File: config.mk
export PLATFORM = sky130hd
export DESIGN_NAME = ebfe_top
export DESIGN_NICKNAME = d
export VERILOG_FILES = /design/src/core/ebfe_pkg.sv /design/src/core/ebfe_rq.sv /design/src/core/ebfe_top.sv
export VERILOG_INCLUDE_DIRS = /design/src /design/src/core
export SDC_FILE = /design/constraint.sdc
export NUM_CORES = 1
export LEC_CHECK = 0
export BUFFER_PORTS_ARGS = -buffer_cell sky130_fd_sc_hd__buf_4
export CORE_MARGIN = 2
export CORE_UTILIZATION = 45
export DETAILED_ROUTE_END_ITERATION = 10
export PLACE_DENSITY = 0.71
export RECOVER_POWER = 50
export SLEW_MARGIN = 20
export SYNTH_ARGS = -nofsm -noshare
export SYNTH_HDL_FRONTEND = slang
export SYNTH_SLANG_ARGS = --single-unit
File: constraint.sdc
create_clock -name pclk -period 8.8 [get_ports pclk]
set_input_delay 1.76 -clock pclk [delete_from_list [all_inputs] [get_ports pclk]]
set_output_delay 1.76 -clock pclk [all_outputs]
set_load 0.02 [all_outputs]
File: src/core/ebfe_map.svh
/*
  Register offsets, field positions, reset values and depths of the
  external bus front end. Assumes a 32-bit APB with byte addressing.
*/
`ifndef EBFE_MAP_SVH
`define EBFE_MAP_SVH
// Register byte offsets
`define EBFE_MODE_OFS 12'h000
`define EBFE_MCFG_OFS 12'h004
`define EBFE_DIV_OFS 12'h008
`define EBFE_MAP_OFS 12'h00c
`define EBFE_RADDR_OFS 12'h010
`define EBFE_RSIZE_OFS 12'h014
`define EBFE_RCNT_OFS 12'h018
`define EBFE_RSTOP_OFS 12'h01c
`define EBFE_RAVAIL_OFS 12'h020
`define EBFE_RDATA_OFS 12'h024
`define EBFE_FCFG_OFS 12'h028
`define EBFE_WFREE_OFS 12'h02c
`define EBFE_IM_OFS 12'h030
`define EBFE_RIS_OFS 12'h034
`define EBFE_MIS_OFS 12'h038
`define EBFE_EISC_OFS 12'h03c
// Address map fields
`define EBFE_PSIZE 1:0
`define EBFE_PBASE 3:2
`define EBFE_RSIZE 5:4
`define EBFE_RBASE 7:6
`define EBFE_QUAD 8
`define EBFE_CSIZE 10:9
`define EBFE_CBASE 11
// Fifo config fields
`define EBFE_RTRIG 3:0
`define EBFE_WTRIG 6:4
`define EBFE_WERR_EN 8
`define EBFE_RERR_EN 9
// Window base nibbles
`define EBFE_NIB_CODE 4'h1
`define EBFE_NIB_6 4'h6
`define EBFE_NIB_8 4'h8
`define EBFE_NIB_A 4'ha
`define EBFE_NIB_C 4'hc
// Depths and reset values
`define EBFE_WQ_DEPTH 3'h4
`define EBFE_RQ_DEPTH 4'h8
`define EBFE_DIV_RST 16'h0001
`endif

File: src/core/ebfe_pkg.sv
/*
  Types of the external bus front end. Assumes ebfe_map.svh for numbers.
*/
package ebfe_pkg;
  // Operating modes of the external pins
  typedef enum logic [1:0] {EBFE_SDRAM, EBFE_HB8, EBFE_HB16, EBFE_GP} ebfe_mode_t;
  // Transaction engine states
  typedef enum logic [1:0] {EBFE_IDLE, EBFE_WR, EBFE_SRD, EBFE_BRD} ebfe_state_t;
endpackage

File: src/core/ebfe_rq.sv
/*
  Read queue of the external bus front end: eight 32-bit items.
  Assumes the caller never pushes when full nor pops when empty.
*/
`timescale 1ns/1ps
`include "ebfe_map.svh"
module ebfe_rq
  import ebfe_pkg::*;
(
  input wire logic pclk, // System clock
  input wire logic presetn, // Async reset, active low
  input wire logic push, // Store one item
  input wire logic [31:0] wdata, // Item to store
  input wire logic pop, // Remove oldest item
  output logic [31:0] rdata, // Oldest item
  output logic [3:0] count // Items held
);
  logic [31:0] mem [0:7]; // Storage
  logic [2:0] wptr; // Write pointer
  logic [2:0] rptr; // Read pointer

  // Pointers and fill count
  always_ff @(posedge pclk or negedge presetn)
  begin
    if (!presetn)
    begin
      wptr <= 3'h0;
      rptr <= 3'h0;
      count <= 4'h0;
    end
    else
    begin
      wptr <= wptr + {2'h0, push};
      rptr <= rptr + {2'h0, pop};
      count <= count + {3'h0, push} - {3'h0, pop};
    end
  end

  // Storage has no reset; empty slots are never read
  always_ff @(posedge pclk)
  begin
    if (push)
      mem[wptr] <= wdata;
  end

  assign rdata = mem[rptr];
endmodule

File: src/core/ebfe_top.sv
/*
  External bus front end: APB registers, window decode, write queue,
  background read engine and interrupt status.
  Assumes the external pin sequencer answers each request with ext_done.
*/
`timescale 1ns/1ps
`include "ebfe_map.svh"
module ebfe_top
  import ebfe_pkg::*;
(
  input wire logic pclk, // System clock, 125 MHz
  input wire logic presetn, // Async reset, active low
  input wire logic psel, // APB select
  input wire logic penable, // APB access phase
  input wire logic pwrite, // APB direction
  input wire logic [11:0] paddr, // APB byte address
  input wire logic [31:0] pwdata, // APB write data
  output logic [31:0] prdata, // APB read data
  output logic pready, // APB ready
  output logic pslverr, // APB error
  input wire logic sys_valid, // Processor bus request
  input wire logic sys_write, // Processor write
  input wire logic [31:0] sys_addr, // Processor address
  input wire logic [31:0] sys_wdata, // Processor write data
  input wire logic [1:0] sys_size, // 0 byte, 1 half, 2 word
  output logic sys_ready, // Request taken or answered
  output logic sys_err, // Unmapped address
  output logic [31:0] sys_rdata, // Processor read data
  output logic ext_tick, // Divided external bus clock pulse
  output logic ext_req, // External transaction request
  output logic ext_write, // External direction
  output logic [27:0] ext_addr, // Offset inside window
  output logic [3:0] ext_cs_n, // Chip selects, active low
  output logic [1:0] ext_size, // Transfer size
  output logic [31:0] ext_wdata, // External write data
  input wire logic ext_done, // Transaction finished
  input wire logic [31:0] ext_rdata, // External read data
  output ebfe_mode_t mode, // Selected pin protocol
  output logic [31:0] mode_cfg, // Mode configuration word
  output logic dma_rd_req, // Read queue DMA request
  output logic dma_wr_req, // Write queue DMA request
  output logic irq // Interrupt, active high
);
  // Byte mask of a window from its size select
  function automatic logic [27:0] win_mask(input logic [1:0] sz);
    case (sz)
      2'h0: win_mask = 28'h00000ff;
      2'h1: win_mask = 28'h000ffff;
      2'h2: win_mask = 28'h0ffffff;
      default: win_mask = 28'hfffffff;
    endcase
  endfunction

  // Address falls in the window at a base nibble
  function automatic logic win_hit(input logic [31:0] a, input logic [3:0] nib,
    input logic [1:0] sz);
    win_hit = (a[31:28] == nib) && ((a[27:0] & ~win_mask(sz)) == 28'h0);
  endfunction

  logic [15:0] div; // Clock divider
  logic [15:0] divcnt; // Divider counter
  logic [11:0] amap; // Address map
  logic [27:0] raddr; // Background read start
  logic [1:0] rsize; // Background read item size
  logic [27:0] bcur; // Background read next address
  logic [15:0] remain; // Items still to fetch
  logic [9:0] fcfg; // Trigger levels and error enables
  logic [2:0] im; // Interrupt enables
  logic [1:0] eisc; // Error causes: write stall, read stall
  ebfe_state_t state; // Engine state
  logic sr_done; // Processor read answered
  logic ack; // APB answer pending
  logic [27:0] wq_addr [0:3]; // Write queue addresses
  logic [31:0] wq_data [0:3]; // Write queue data
  logic [1:0] wq_size [0:3]; // Write queue sizes
  logic [1:0] wq_cs [0:3]; // Write queue chip selects
  logic [1:0] wq_wp; // Write queue write pointer
  logic [1:0] wq_rp; // Write queue read pointer
  logic [2:0] wq_cnt; // Writes held
  logic map_hit; // Decoded window hit
  logic [1:0] map_cs; // Decoded chip select
  logic [27:0] map_off; // Decoded offset
  logic wq_push; // Accept processor write
  logic wq_pop; // External write finished
  logic rq_push; // Background item arrives
  logic rq_pop; // Software pops an item
  logic [31:0] rq_data; // Oldest read queue item
  logic [3:0] rq_cnt; // Read queue fill
  logic [2:0] ris; // Raw interrupt status
  logic apb_rd; // APB read in access phase
  logic apb_wr; // APB write completes
  logic rq_stall; // Pop waits on empty queue
  logic launch_ok; // Engine may start a transaction
  logic [31:0] rdmux; // Register read value

  // Window decode, quad mode takes precedence over single windows
  always_comb
  begin
    map_hit = 1'b0;
    map_cs = 2'h0;
    map_off = sys_addr[27:0] & win_mask(amap[`EBFE_RSIZE]);
    if (amap[`EBFE_QUAD])
    begin
      map_hit = win_hit(sys_addr, `EBFE_NIB_6, amap[`EBFE_RSIZE])
        || win_hit(sys_addr, `EBFE_NIB_8, amap[`EBFE_RSIZE])
        || win_hit(sys_addr, `EBFE_NIB_A, amap[`EBFE_RSIZE])
        || win_hit(sys_addr, `EBFE_NIB_C, amap[`EBFE_RSIZE]);
      map_cs = sys_addr[30:29] - 2'h3; // 6->0, 8->1, a->2, c->3
    end
    else if ((amap[`EBFE_RBASE] == 2'h1 && win_hit(sys_addr, `EBFE_NIB_6,
      amap[`EBFE_RSIZE])) || (amap[`EBFE_RBASE] == 2'h2 &&
      win_hit(sys_addr, `EBFE_NIB_8, amap[`EBFE_RSIZE])))
      map_hit = 1'b1;
    else if ((amap[`EBFE_PBASE] == 2'h1 && win_hit(sys_addr, `EBFE_NIB_A,
      amap[`EBFE_PSIZE])) || (amap[`EBFE_PBASE] == 2'h2 &&
      win_hit(sys_addr, `EBFE_NIB_C, amap[`EBFE_PSIZE])))
    begin
      map_hit = 1'b1;
      map_cs = 2'h1;
      map_off = sys_addr[27:0] & win_mask(amap[`EBFE_PSIZE]);
    end
    else if (amap[`EBFE_CBASE] && win_hit(sys_addr, `EBFE_NIB_CODE,
      amap[`EBFE_CSIZE]))
    begin
      map_hit = 1'b1;
      map_off = sys_addr[27:0] & win_mask(amap[`EBFE_CSIZE]);
    end
  end

  // Processor handshake: writes queue, reads wait for the engine
  assign wq_push = sys_valid && sys_write && map_hit && (wq_cnt < `EBFE_WQ_DEPTH);
  assign sys_err = sys_valid && !map_hit;
  assign sys_ready = wq_push || sys_err || (sys_valid && !sys_write && sr_done);
  assign wq_pop = (state == EBFE_WR) && ext_done;
  assign rq_push = (state == EBFE_BRD) && ext_done;

  // External bus rate pulse from the divider
  always_ff @(posedge pclk or negedge presetn)
  begin
    if (!presetn)
      divcnt <= 16'h0;
    else if (divcnt >= div)
      divcnt <= 16'h0;
    else
      divcnt <= divcnt + 16'h1;
  end
  assign ext_tick = (divcnt == div);
  assign launch_ok = ext_tick && (state == EBFE_IDLE);

  // Write queue storage; sized to hold four pending writes
  always_ff @(posedge pclk)
  begin
    if (wq_push)
    begin
      wq_addr[wq_wp] <= map_off;
      wq_data[wq_wp] <= sys_wdata;
      wq_size[wq_wp] <= sys_size;
      wq_cs[wq_wp] <= map_cs;
    end
  end

  // Write queue pointers and fill
  always_ff @(posedge pclk or negedge presetn)
  begin
    if (!presetn)
    begin
      wq_wp <= 2'h0;
      wq_rp <= 2'h0;
      wq_cnt <= 3'h0;
    end
    else
    begin
      wq_wp <= wq_wp + {1'b0, wq_push};
      wq_rp <= wq_rp + {1'b0, wq_pop};
      wq_cnt <= wq_cnt + {2'h0, wq_push} - {2'h0, wq_pop};
    end
  end

  // Engine: queued writes first, then processor read, then background read;
  // a processor read waits for the queue to drain so ordering is kept
  always_ff @(posedge pclk or negedge presetn)
  begin
    if (!presetn)
    begin
      state <= EBFE_IDLE;
      ext_req <= 1'b0;
      ext_write <= 1'b0;
      ext_addr <= 28'h0;
      ext_cs_n <= 4'hf;
      ext_size <= 2'h0;
      ext_wdata <= 32'h0;
    end
    else
    case (state)
      EBFE_IDLE:
      begin
        if (launch_ok && wq_cnt != 3'h0)
        begin
          state <= EBFE_WR;
          ext_req <= 1'b1;
          ext_write <= 1'b1;
          ext_addr <= wq_addr[wq_rp];
          ext_cs_n <= ~(4'h1 << wq_cs[wq_rp]);
          ext_size <= wq_size[wq_rp];
          ext_wdata <= wq_data[wq_rp];
        end
        else if (launch_ok && sys_valid && !sys_write && map_hit && !sr_done)
        begin
          state <= EBFE_SRD;
          ext_req <= 1'b1;
          ext_write <= 1'b0;
          ext_addr <= map_off;
          ext_cs_n <= ~(4'h1 << map_cs);
          ext_size <= sys_size;
        end
        else if (launch_ok && remain != 16'h0 && rq_cnt < `EBFE_RQ_DEPTH)
        begin
          state <= EBFE_BRD;
          ext_req <= 1'b1;
          ext_write <= 1'b0;
          ext_addr <= bcur;
          ext_cs_n <= 4'he;
          ext_size <= rsize;
        end
      end
      default:
      begin
        if (ext_done)
        begin
          state <= EBFE_IDLE;
          ext_req <= 1'b0;
          ext_cs_n <= 4'hf;
        end
      end
    endcase
  end

  // Processor read answer held until the processor takes it
  always_ff @(posedge pclk or negedge presetn)
  begin
    if (!presetn)
    begin
      sr_done <= 1'b0;
      sys_rdata <= 32'h0;
    end
    else if (state == EBFE_SRD && ext_done)
    begin
      sr_done <= 1'b1;
      sys_rdata <= ext_rdata;
    end
    else if (sys_valid && !sys_write && sr_done)
      sr_done <= 1'b0;
  end

  // Background channel: start loads count, stop clears it
  always_ff @(posedge pclk or negedge presetn)
  begin
    if (!presetn)
    begin
      remain <= 16'h0;
      bcur <= 28'h0;
    end
    else if (apb_wr && paddr == `EBFE_RCNT_OFS)
    begin
      remain <= pwdata[15:0];
      bcur <= raddr;
    end
    else if (apb_wr && paddr == `EBFE_RSTOP_OFS)
      remain <= 16'h0;
    else if (rq_push && remain != 16'h0)
    begin
      remain <= remain - 16'h1;
      bcur <= bcur + (28'h1 << rsize);
    end
  end

  ebfe_rq u_rq
  (
    .pclk(pclk),
    .presetn(presetn),
    .push(rq_push),
    .wdata(ext_rdata),
    .pop(rq_pop),
    .rdata(rq_data),
    .count(rq_cnt)
  );

  // APB: answer one cycle into the access phase; a pop of an empty
  // queue stretches the access until an item lands
  assign apb_rd = psel && penable && !pwrite && !ack;
  assign rq_stall = apb_rd && paddr == `EBFE_RDATA_OFS && rq_cnt == 4'h0;
  assign rq_pop = apb_rd && paddr == `EBFE_RDATA_OFS && rq_cnt != 4'h0;
  assign apb_wr = psel && penable && pwrite && ack;
  assign pready = ack;

  // Register read view
  always_comb
  begin
    rdmux = 32'h0;
    case (paddr)
      `EBFE_MODE_OFS: rdmux = {30'h0, mode};
      `EBFE_MCFG_OFS: rdmux = mode_cfg;
      `EBFE_DIV_OFS: rdmux = {16'h0, div};
      `EBFE_MAP_OFS: rdmux = {20'h0, amap};
      `EBFE_RADDR_OFS: rdmux = {4'h0, raddr};
      `EBFE_RSIZE_OFS: rdmux = {30'h0, rsize};
      `EBFE_RCNT_OFS: rdmux = {16'h0, remain};
      `EBFE_RAVAIL_OFS: rdmux = {28'h0, rq_cnt};
      `EBFE_RDATA_OFS:
      case (rsize)
        2'h0: rdmux = {24'h0, rq_data[7:0]};
        2'h1: rdmux = {16'h0, rq_data[15:0]};
        default: rdmux = rq_data;
      endcase
      `EBFE_FCFG_OFS: rdmux = {22'h0, fcfg};
      `EBFE_WFREE_OFS: rdmux = {29'h0, `EBFE_WQ_DEPTH - wq_cnt};
      `EBFE_IM_OFS: rdmux = {29'h0, im};
      `EBFE_RIS_OFS: rdmux = {29'h0, ris};
      `EBFE_MIS_OFS: rdmux = {29'h0, ris & im};
      `EBFE_EISC_OFS: rdmux = {30'h0, eisc};
      default: rdmux = 32'h0;
    endcase
  end

  // APB answer flop and registered read data
  always_ff @(posedge pclk or negedge presetn)
  begin
    if (!presetn)
    begin
      ack <= 1'b0;
      prdata <= 32'h0;
      pslverr <= 1'b0;
    end
    else if (psel && penable && !ack && !rq_stall)
    begin
      ack <= 1'b1;
      prdata <= pwrite ? 32'h0 : rdmux;
      pslverr <= paddr[11:6] != 6'h0 || paddr[1:0] != 2'h0;
    end
    else
    begin
      ack <= 1'b0;
      pslverr <= 1'b0;
    end
  end

  // Configuration registers, written at the completing edge
  always_ff @(posedge pclk or negedge presetn)
  begin
    if (!presetn)
    begin
      mode <= EBFE_SDRAM;
      mode_cfg <= 32'h0;
      div <= `EBFE_DIV_RST;
      amap <= 12'h0;
      raddr <= 28'h0;
      rsize <= 2'h2;
      fcfg <= 10'h0;
      im <= 3'h0;
    end
    else if (apb_wr)
    case (paddr)
      `EBFE_MODE_OFS: mode <= ebfe_mode_t'(pwdata[1:0]);
      `EBFE_MCFG_OFS: mode_cfg <= pwdata;
      `EBFE_DIV_OFS: div <= pwdata[15:0];
      `EBFE_MAP_OFS: amap <= pwdata[11:0];
      `EBFE_RADDR_OFS: raddr <= pwdata[27:0];
      `EBFE_RSIZE_OFS: rsize <= pwdata[1:0];
      `EBFE_FCFG_OFS: fcfg <= pwdata[9:0];
      `EBFE_IM_OFS: im <= pwdata[2:0];
      default: mode <= mode;
    endcase
  end

  // Error causes: set wins over a write-one clear in the same cycle
  always_ff @(posedge pclk or negedge presetn)
  begin
    if (!presetn)
      eisc <= 2'h0;
    else
      eisc <= (eisc & ~((apb_wr && paddr == `EBFE_EISC_OFS) ? pwdata[1:0] : 2'h0))
        | {fcfg[`EBFE_RERR_EN] && rq_stall,
           fcfg[`EBFE_WERR_EN] && sys_valid && sys_write && map_hit && !wq_push};
  end

  // Queue level requests; a zero trigger turns a request off
  assign ris[0] = fcfg[`EBFE_RTRIG] != 4'h0 && rq_cnt >= fcfg[`EBFE_RTRIG];
  assign ris[1] = fcfg[`EBFE_WTRIG] != 3'h0
    && (`EBFE_WQ_DEPTH - wq_cnt) >= fcfg[`EBFE_WTRIG];
  assign ris[2] = eisc != 2'h0;
  assign dma_rd_req = ris[0];
  assign dma_wr_req = ris[1];
  assign irq = (ris & im) != 3'h0;

  // Queue never holds more than its depth
  a_wq_bound: assert property (@(posedge pclk) disable iff (!presetn)
    wq_cnt <= `EBFE_WQ_DEPTH) else $error("write queue overfilled");
  // Only mapped writes stall; an unmapped one is refused at once even when full
  a_wq_stall: assert property (@(posedge pclk) disable iff (!presetn)
    (wq_cnt == 3'h4 && sys_valid && sys_write && map_hit) |-> !sys_ready)
    else $error("full queue accepted a write");
  a_tick_gap: assert property (@(posedge pclk) disable iff (!presetn)
    ($rose(ext_req)) |-> $past(ext_tick)) else $error("launch off tick");
  a_remain_dec: assert property (@(posedge pclk) disable iff (!presetn)
    (rq_push && remain != 16'h0 && !apb_wr) |=> remain == $past(remain) - 16'h1)
    else $error("remaining count not decremented");
  a_stop_clr: assert property (@(posedge pclk) disable iff (!presetn)
    (apb_wr && paddr == `EBFE_RSTOP_OFS) |=> remain == 16'h0)
    else $error("stop did not halt channel");
  a_err_sticky: assert property (@(posedge pclk) disable iff (!presetn)
    (fcfg[`EBFE_RERR_EN] && rq_stall) |=> eisc[1]) else $error("read stall lost");
  // Masked status read back is the raw status under the enables of that cycle
  a_mis_read: assert property (@(posedge pclk) disable iff (!presetn)
    (psel && penable && !pwrite && !ack && paddr == `EBFE_MIS_OFS)
    |=> prdata == {29'h0, $past(ris & im)})
    else $error("masked status wrong");
  a_quad_cs: assert property (@(posedge pclk) disable iff (!presetn)
    (amap[`EBFE_QUAD] && sys_addr[31:28] == 4'hc && map_hit) |-> map_cs == 2'h3)
    else $error("quad select wrong");
  a_pop_wait: assert property (@(posedge pclk) disable iff (!presetn)
    rq_stall |=> !pready) else $error("empty pop answered");
endmodule

==> impl_metrics.py <==
metrics = {
    "status": {
        "outcome": "complete, but fails checks",
        "violations": "max-capacitance violations, max-slew violations",
    },
    "hold_path": {
        "hp-class": "flip-flop to flip-flop",
        "min-delay-start": "ext_wdata[2]$_DFFE_PN0P_",
    },
    "synth": {
        "async_flop_share": 0.3854,
        "synth_seq_area_share": 0.6715,
        "synth_area_leader_cell": "edfxtp_1",
        "ys.flop_type": "edfxtp_1",
        "synth_warnings": 0,
        "synth-edff-count": 512,
        "ys_ff_latch": 833,
        "netlist_area_um2": 34870,
        "syn_area_per_cell_um2": 15.33,
        "synth_cells": 2274,
        "synth_cell_types": 76,
        "synth_top_area_frac": 0.4410,
        "synth_nets": 2473,
        "ys_top_cells_by_area": "edfxtp_1, dfrtp_1, mux4_2",
    },
    "worst_setup_path": {
        "critPathLaunch": "presetn",
        "crit_family": "buffers and inverters",
        "r2r-start": "amap[2]$_DFFE_PN0P_",
        "worstPathArrival_ns": 6.57,
        "path_cells": "clkbuf_1, clkbuf_2",
        "crit_path_top_delay_cell": "clkbuf_1",
        "cp-start-kind": "input pin",
        "crit_buf_inv": 2,
        "slowest_delay_ns": 3.08,
        "crit_path_max_fanout": 72,
        "endpoint_kind": "asynchronous set/reset pin",
        "path_class": "input pin to asynchronous set/reset pin",
        "rrSetupSlack_ns": 4.44,
        "required_ns": 9.21,
    },
    "placed_design": {
        "post-place-ws_ns": 2.722,
        "hpwl_mm": 64.71,
        "port_buffers": 323,
        "gp_congestion": 0.9162,
        "place_area_um2": 38590,
    },
    "route": {
        "viasPerCell": 5.811,
        "drc": 0,
        "wire_per_inst_um": 24.98,
        "vias": 21704,
        "wl_mm": 93.29,
        "ant_nets": 0,
        "first_iter_violations": 2306,
        "drt_first_pass_iters": 9,
    },
    "global_route": {
        "grt_pass1_wl_mm": 139.6,
        "grt_pass1_vias": 22161,
        "gr-total-overflow": 0,
        "grt_use_total": 0.2351,
        "antenna_found_initial": 7,
        "grt_max_degree": 182,
    },
    "clocking": {
        "ctsHoldBuffers": 0,
        "cts_max_level": 3,
        "cts.sink_count": 833,
        "cts_resized": 0,
        "cts_root_buf": "clkbuf_16",
        "numCtsBuffers": 86,
        "post_cts_buffers": 0,
        "clk_path_buf_depth": 3,
        "clk_pin_slew_worst_paths_ns": 0.06,
        "tritoncts": "yes",
        "clock_latency_ns": 0.66,
    },
    "timing": {
        "grt_setup_unrepaired": "false",
        "tns_ns": 0,
        "min_period_ns": 6.152,
        "max_slew.worst_pin.slew_ns": 4.483,
        "clock.fmax_mhz": 162.5,
        "drv_slew": 309,
        "post-route-period-util": 0.6991,
        "setup-violations-final": 0,
        "relSlewSlack": -1.988,
        "worst_slack_ns": 2.648,
        "fin_worst_skew_ns": 0.03743,
        "finalHoldViolCount": 0,
    },
    "floorplanning": {
        "row_count": 102,
        "initial_core_util": 0.4523,
        "die_h_um": 282.4,
        "coreArea_um2": 77080,
        "die_w_um": 282.4,
        "dieArea_um2": 79720,
        "io_pins": 324,
    },
    "power": {
        "p_per_area_nw_per_um2": 200.5,
        "peakVddDrop_uv": 143.8,
        "leakage_nw": 15.84,
    },
    "run": {
        "drv_cap": 7,
    },
    "cells_and_area": {
        "final_core_util": 0.5337,
        "fin_area_um2": 41140,
        "drive_gt1_frac": 0.2577,
        "area_delta_synth_final_pct": 17.99,
        "ff_latch_area_um2": 23430,
        "fill_cells": 6404,
        "nets": 2818,
        "multi_input_area_um2": 10910,
    },
}
-- per-stage QoR --
step	hold slack (ns)	cells	power, mW
2_1_floorplan	0.4529	2274	4.462
3_3_place_gp	0.4511	3569	4.661
3_5_place_dp	0.4610	3569	4.673
4_1_cts	0.4739	3731	8.343
5_1_grt	0.4939	3734	8.510
6_report	0.4696	3735	8.250
-- kinds of logic after synthesis --
kind of cell,count (synthesis),share of synthesized area
fa+ha+maj,49,0.01823
mux,303,0.1375
flops,833,0.6715
compound gates,346,0.06929
simple gates,524,0.07216
xor+xnor,50,0.01256
buf+inv,169,0.01866
-- registers in the layout, indices dropped and copies added, names as in the netlist, 4 cells and up --
name	count
fcfg	10
sys_rdata	32
div	16
ext_cs_n	4
wq_cs	8
raddr	28
remain	16
mode_cfg	32
prdata	32
ext_addr	28
wq_addr	112
u_rq.count	4
u_rq.mem	256
ext_wdata	32
bcur	28
amap	12
wq_size	8
divcnt	16
wq_data	128
-- area by class of cell --
cell class	count	area share
sequential	833	0.5695
multi-input combinational	1272	0.2651
clock buffer	114	0.05742
timing repair buffer	363	0.05721
tap	1040	0.03163
clock inverter	48	0.01332
inverter	63	0.005748
antenna	2	0.0001217
-- power breakdown --
group	internal [mW]	switching (mW)	total (mW)	leakage, nW
registers	4.18	0.0319	4.21	8.88
clock network	2.10	1.57	3.67	1.41
logic	0.151	0.220	0.371	5.56
total	6.43	1.82	8.25	15.8
-- path summary, 6_finish.rpt --
path,to,depth (start not counted)
setup / recovery,bcur[15]$_DFFE_PN0P_,2
hold / removal,ext_wdata[2]$_DFFE_PN0P_,2
setup reg to reg,wq_addr[2][20]$_DFFE_PP_,10
hold reg to reg,ext_wdata[2]$_DFFE_PN0P_,2
max in group pclk,sys_ready,8
min in group asynchronous,ext_wdata[9]$_DFFE_PN0P_,1
-- metal layers --
metal	vias up	track usage	wire [um]
met5	-	0	76
met1	11167	0.3249	38780
li1	9486	-	-
met3	159	0.05361	7780
met4	12	0.06580	2575
met2	880	0.3758	44080
-- cell usage after synthesis, drive strengths merged, types with 7 or more instances --
library cell / instances
edfxtp: 512
dfrtp: 315
nand2: 216
mux2: 129
mux4: 128
nor2: 83
clkbuf: 82
o21ai: 75
inv: 63
a21oi: 57
ha: 46
mux2i: 46
nor3: 43
a22o: 39
nand3: 37
o22ai: 29
xor2: 28
buf: 24
and2: 23
xnor2: 22
nand4: 21
a222oi: 19
and3: 19
o211ai: 19
nor4: 17
a21o: 16
a22oi: 16
nand2b: 12
a21boi: 10
nor4b: 10
a211oi: 9
nor2b: 9
a31oi: 8
or4: 8
a221oi: 7
or2: 7
-- layout by cell type, fill, tap and decap left out, types with 12 or more instances in the layout --
master	synthesis	final
edfxtp_1	512	512
xor2_1	28	28
and3_1	19	18
inv_1	63	63
dfrtp_1	315	310
o22ai_1	29	29
a22o_1	39	39
mux2i_1	46	45
nand2b_1	12	12
clkinv_1	0	13
mux2_2	127	127
and2_1	21	22
nor3_1	42	39
o211ai_1	19	19
nor2_1	82	73
buf_4	0	253
clkbuf_16	0	87
clkbuf_1	80	125
clkinv_2	0	14
o21ai_0	72	72
ha_1	46	46
a222oi_1	19	19
a21oi_1	56	56
nand3_1	37	36
nand2_1	216	216
nand4_1	21	21
xnor2_1	22	22
nor4_1	16	14
mux4_2	128	128
a21o_1	16	16
a22oi_1	16	16
(Power assumes the default switching activity.)
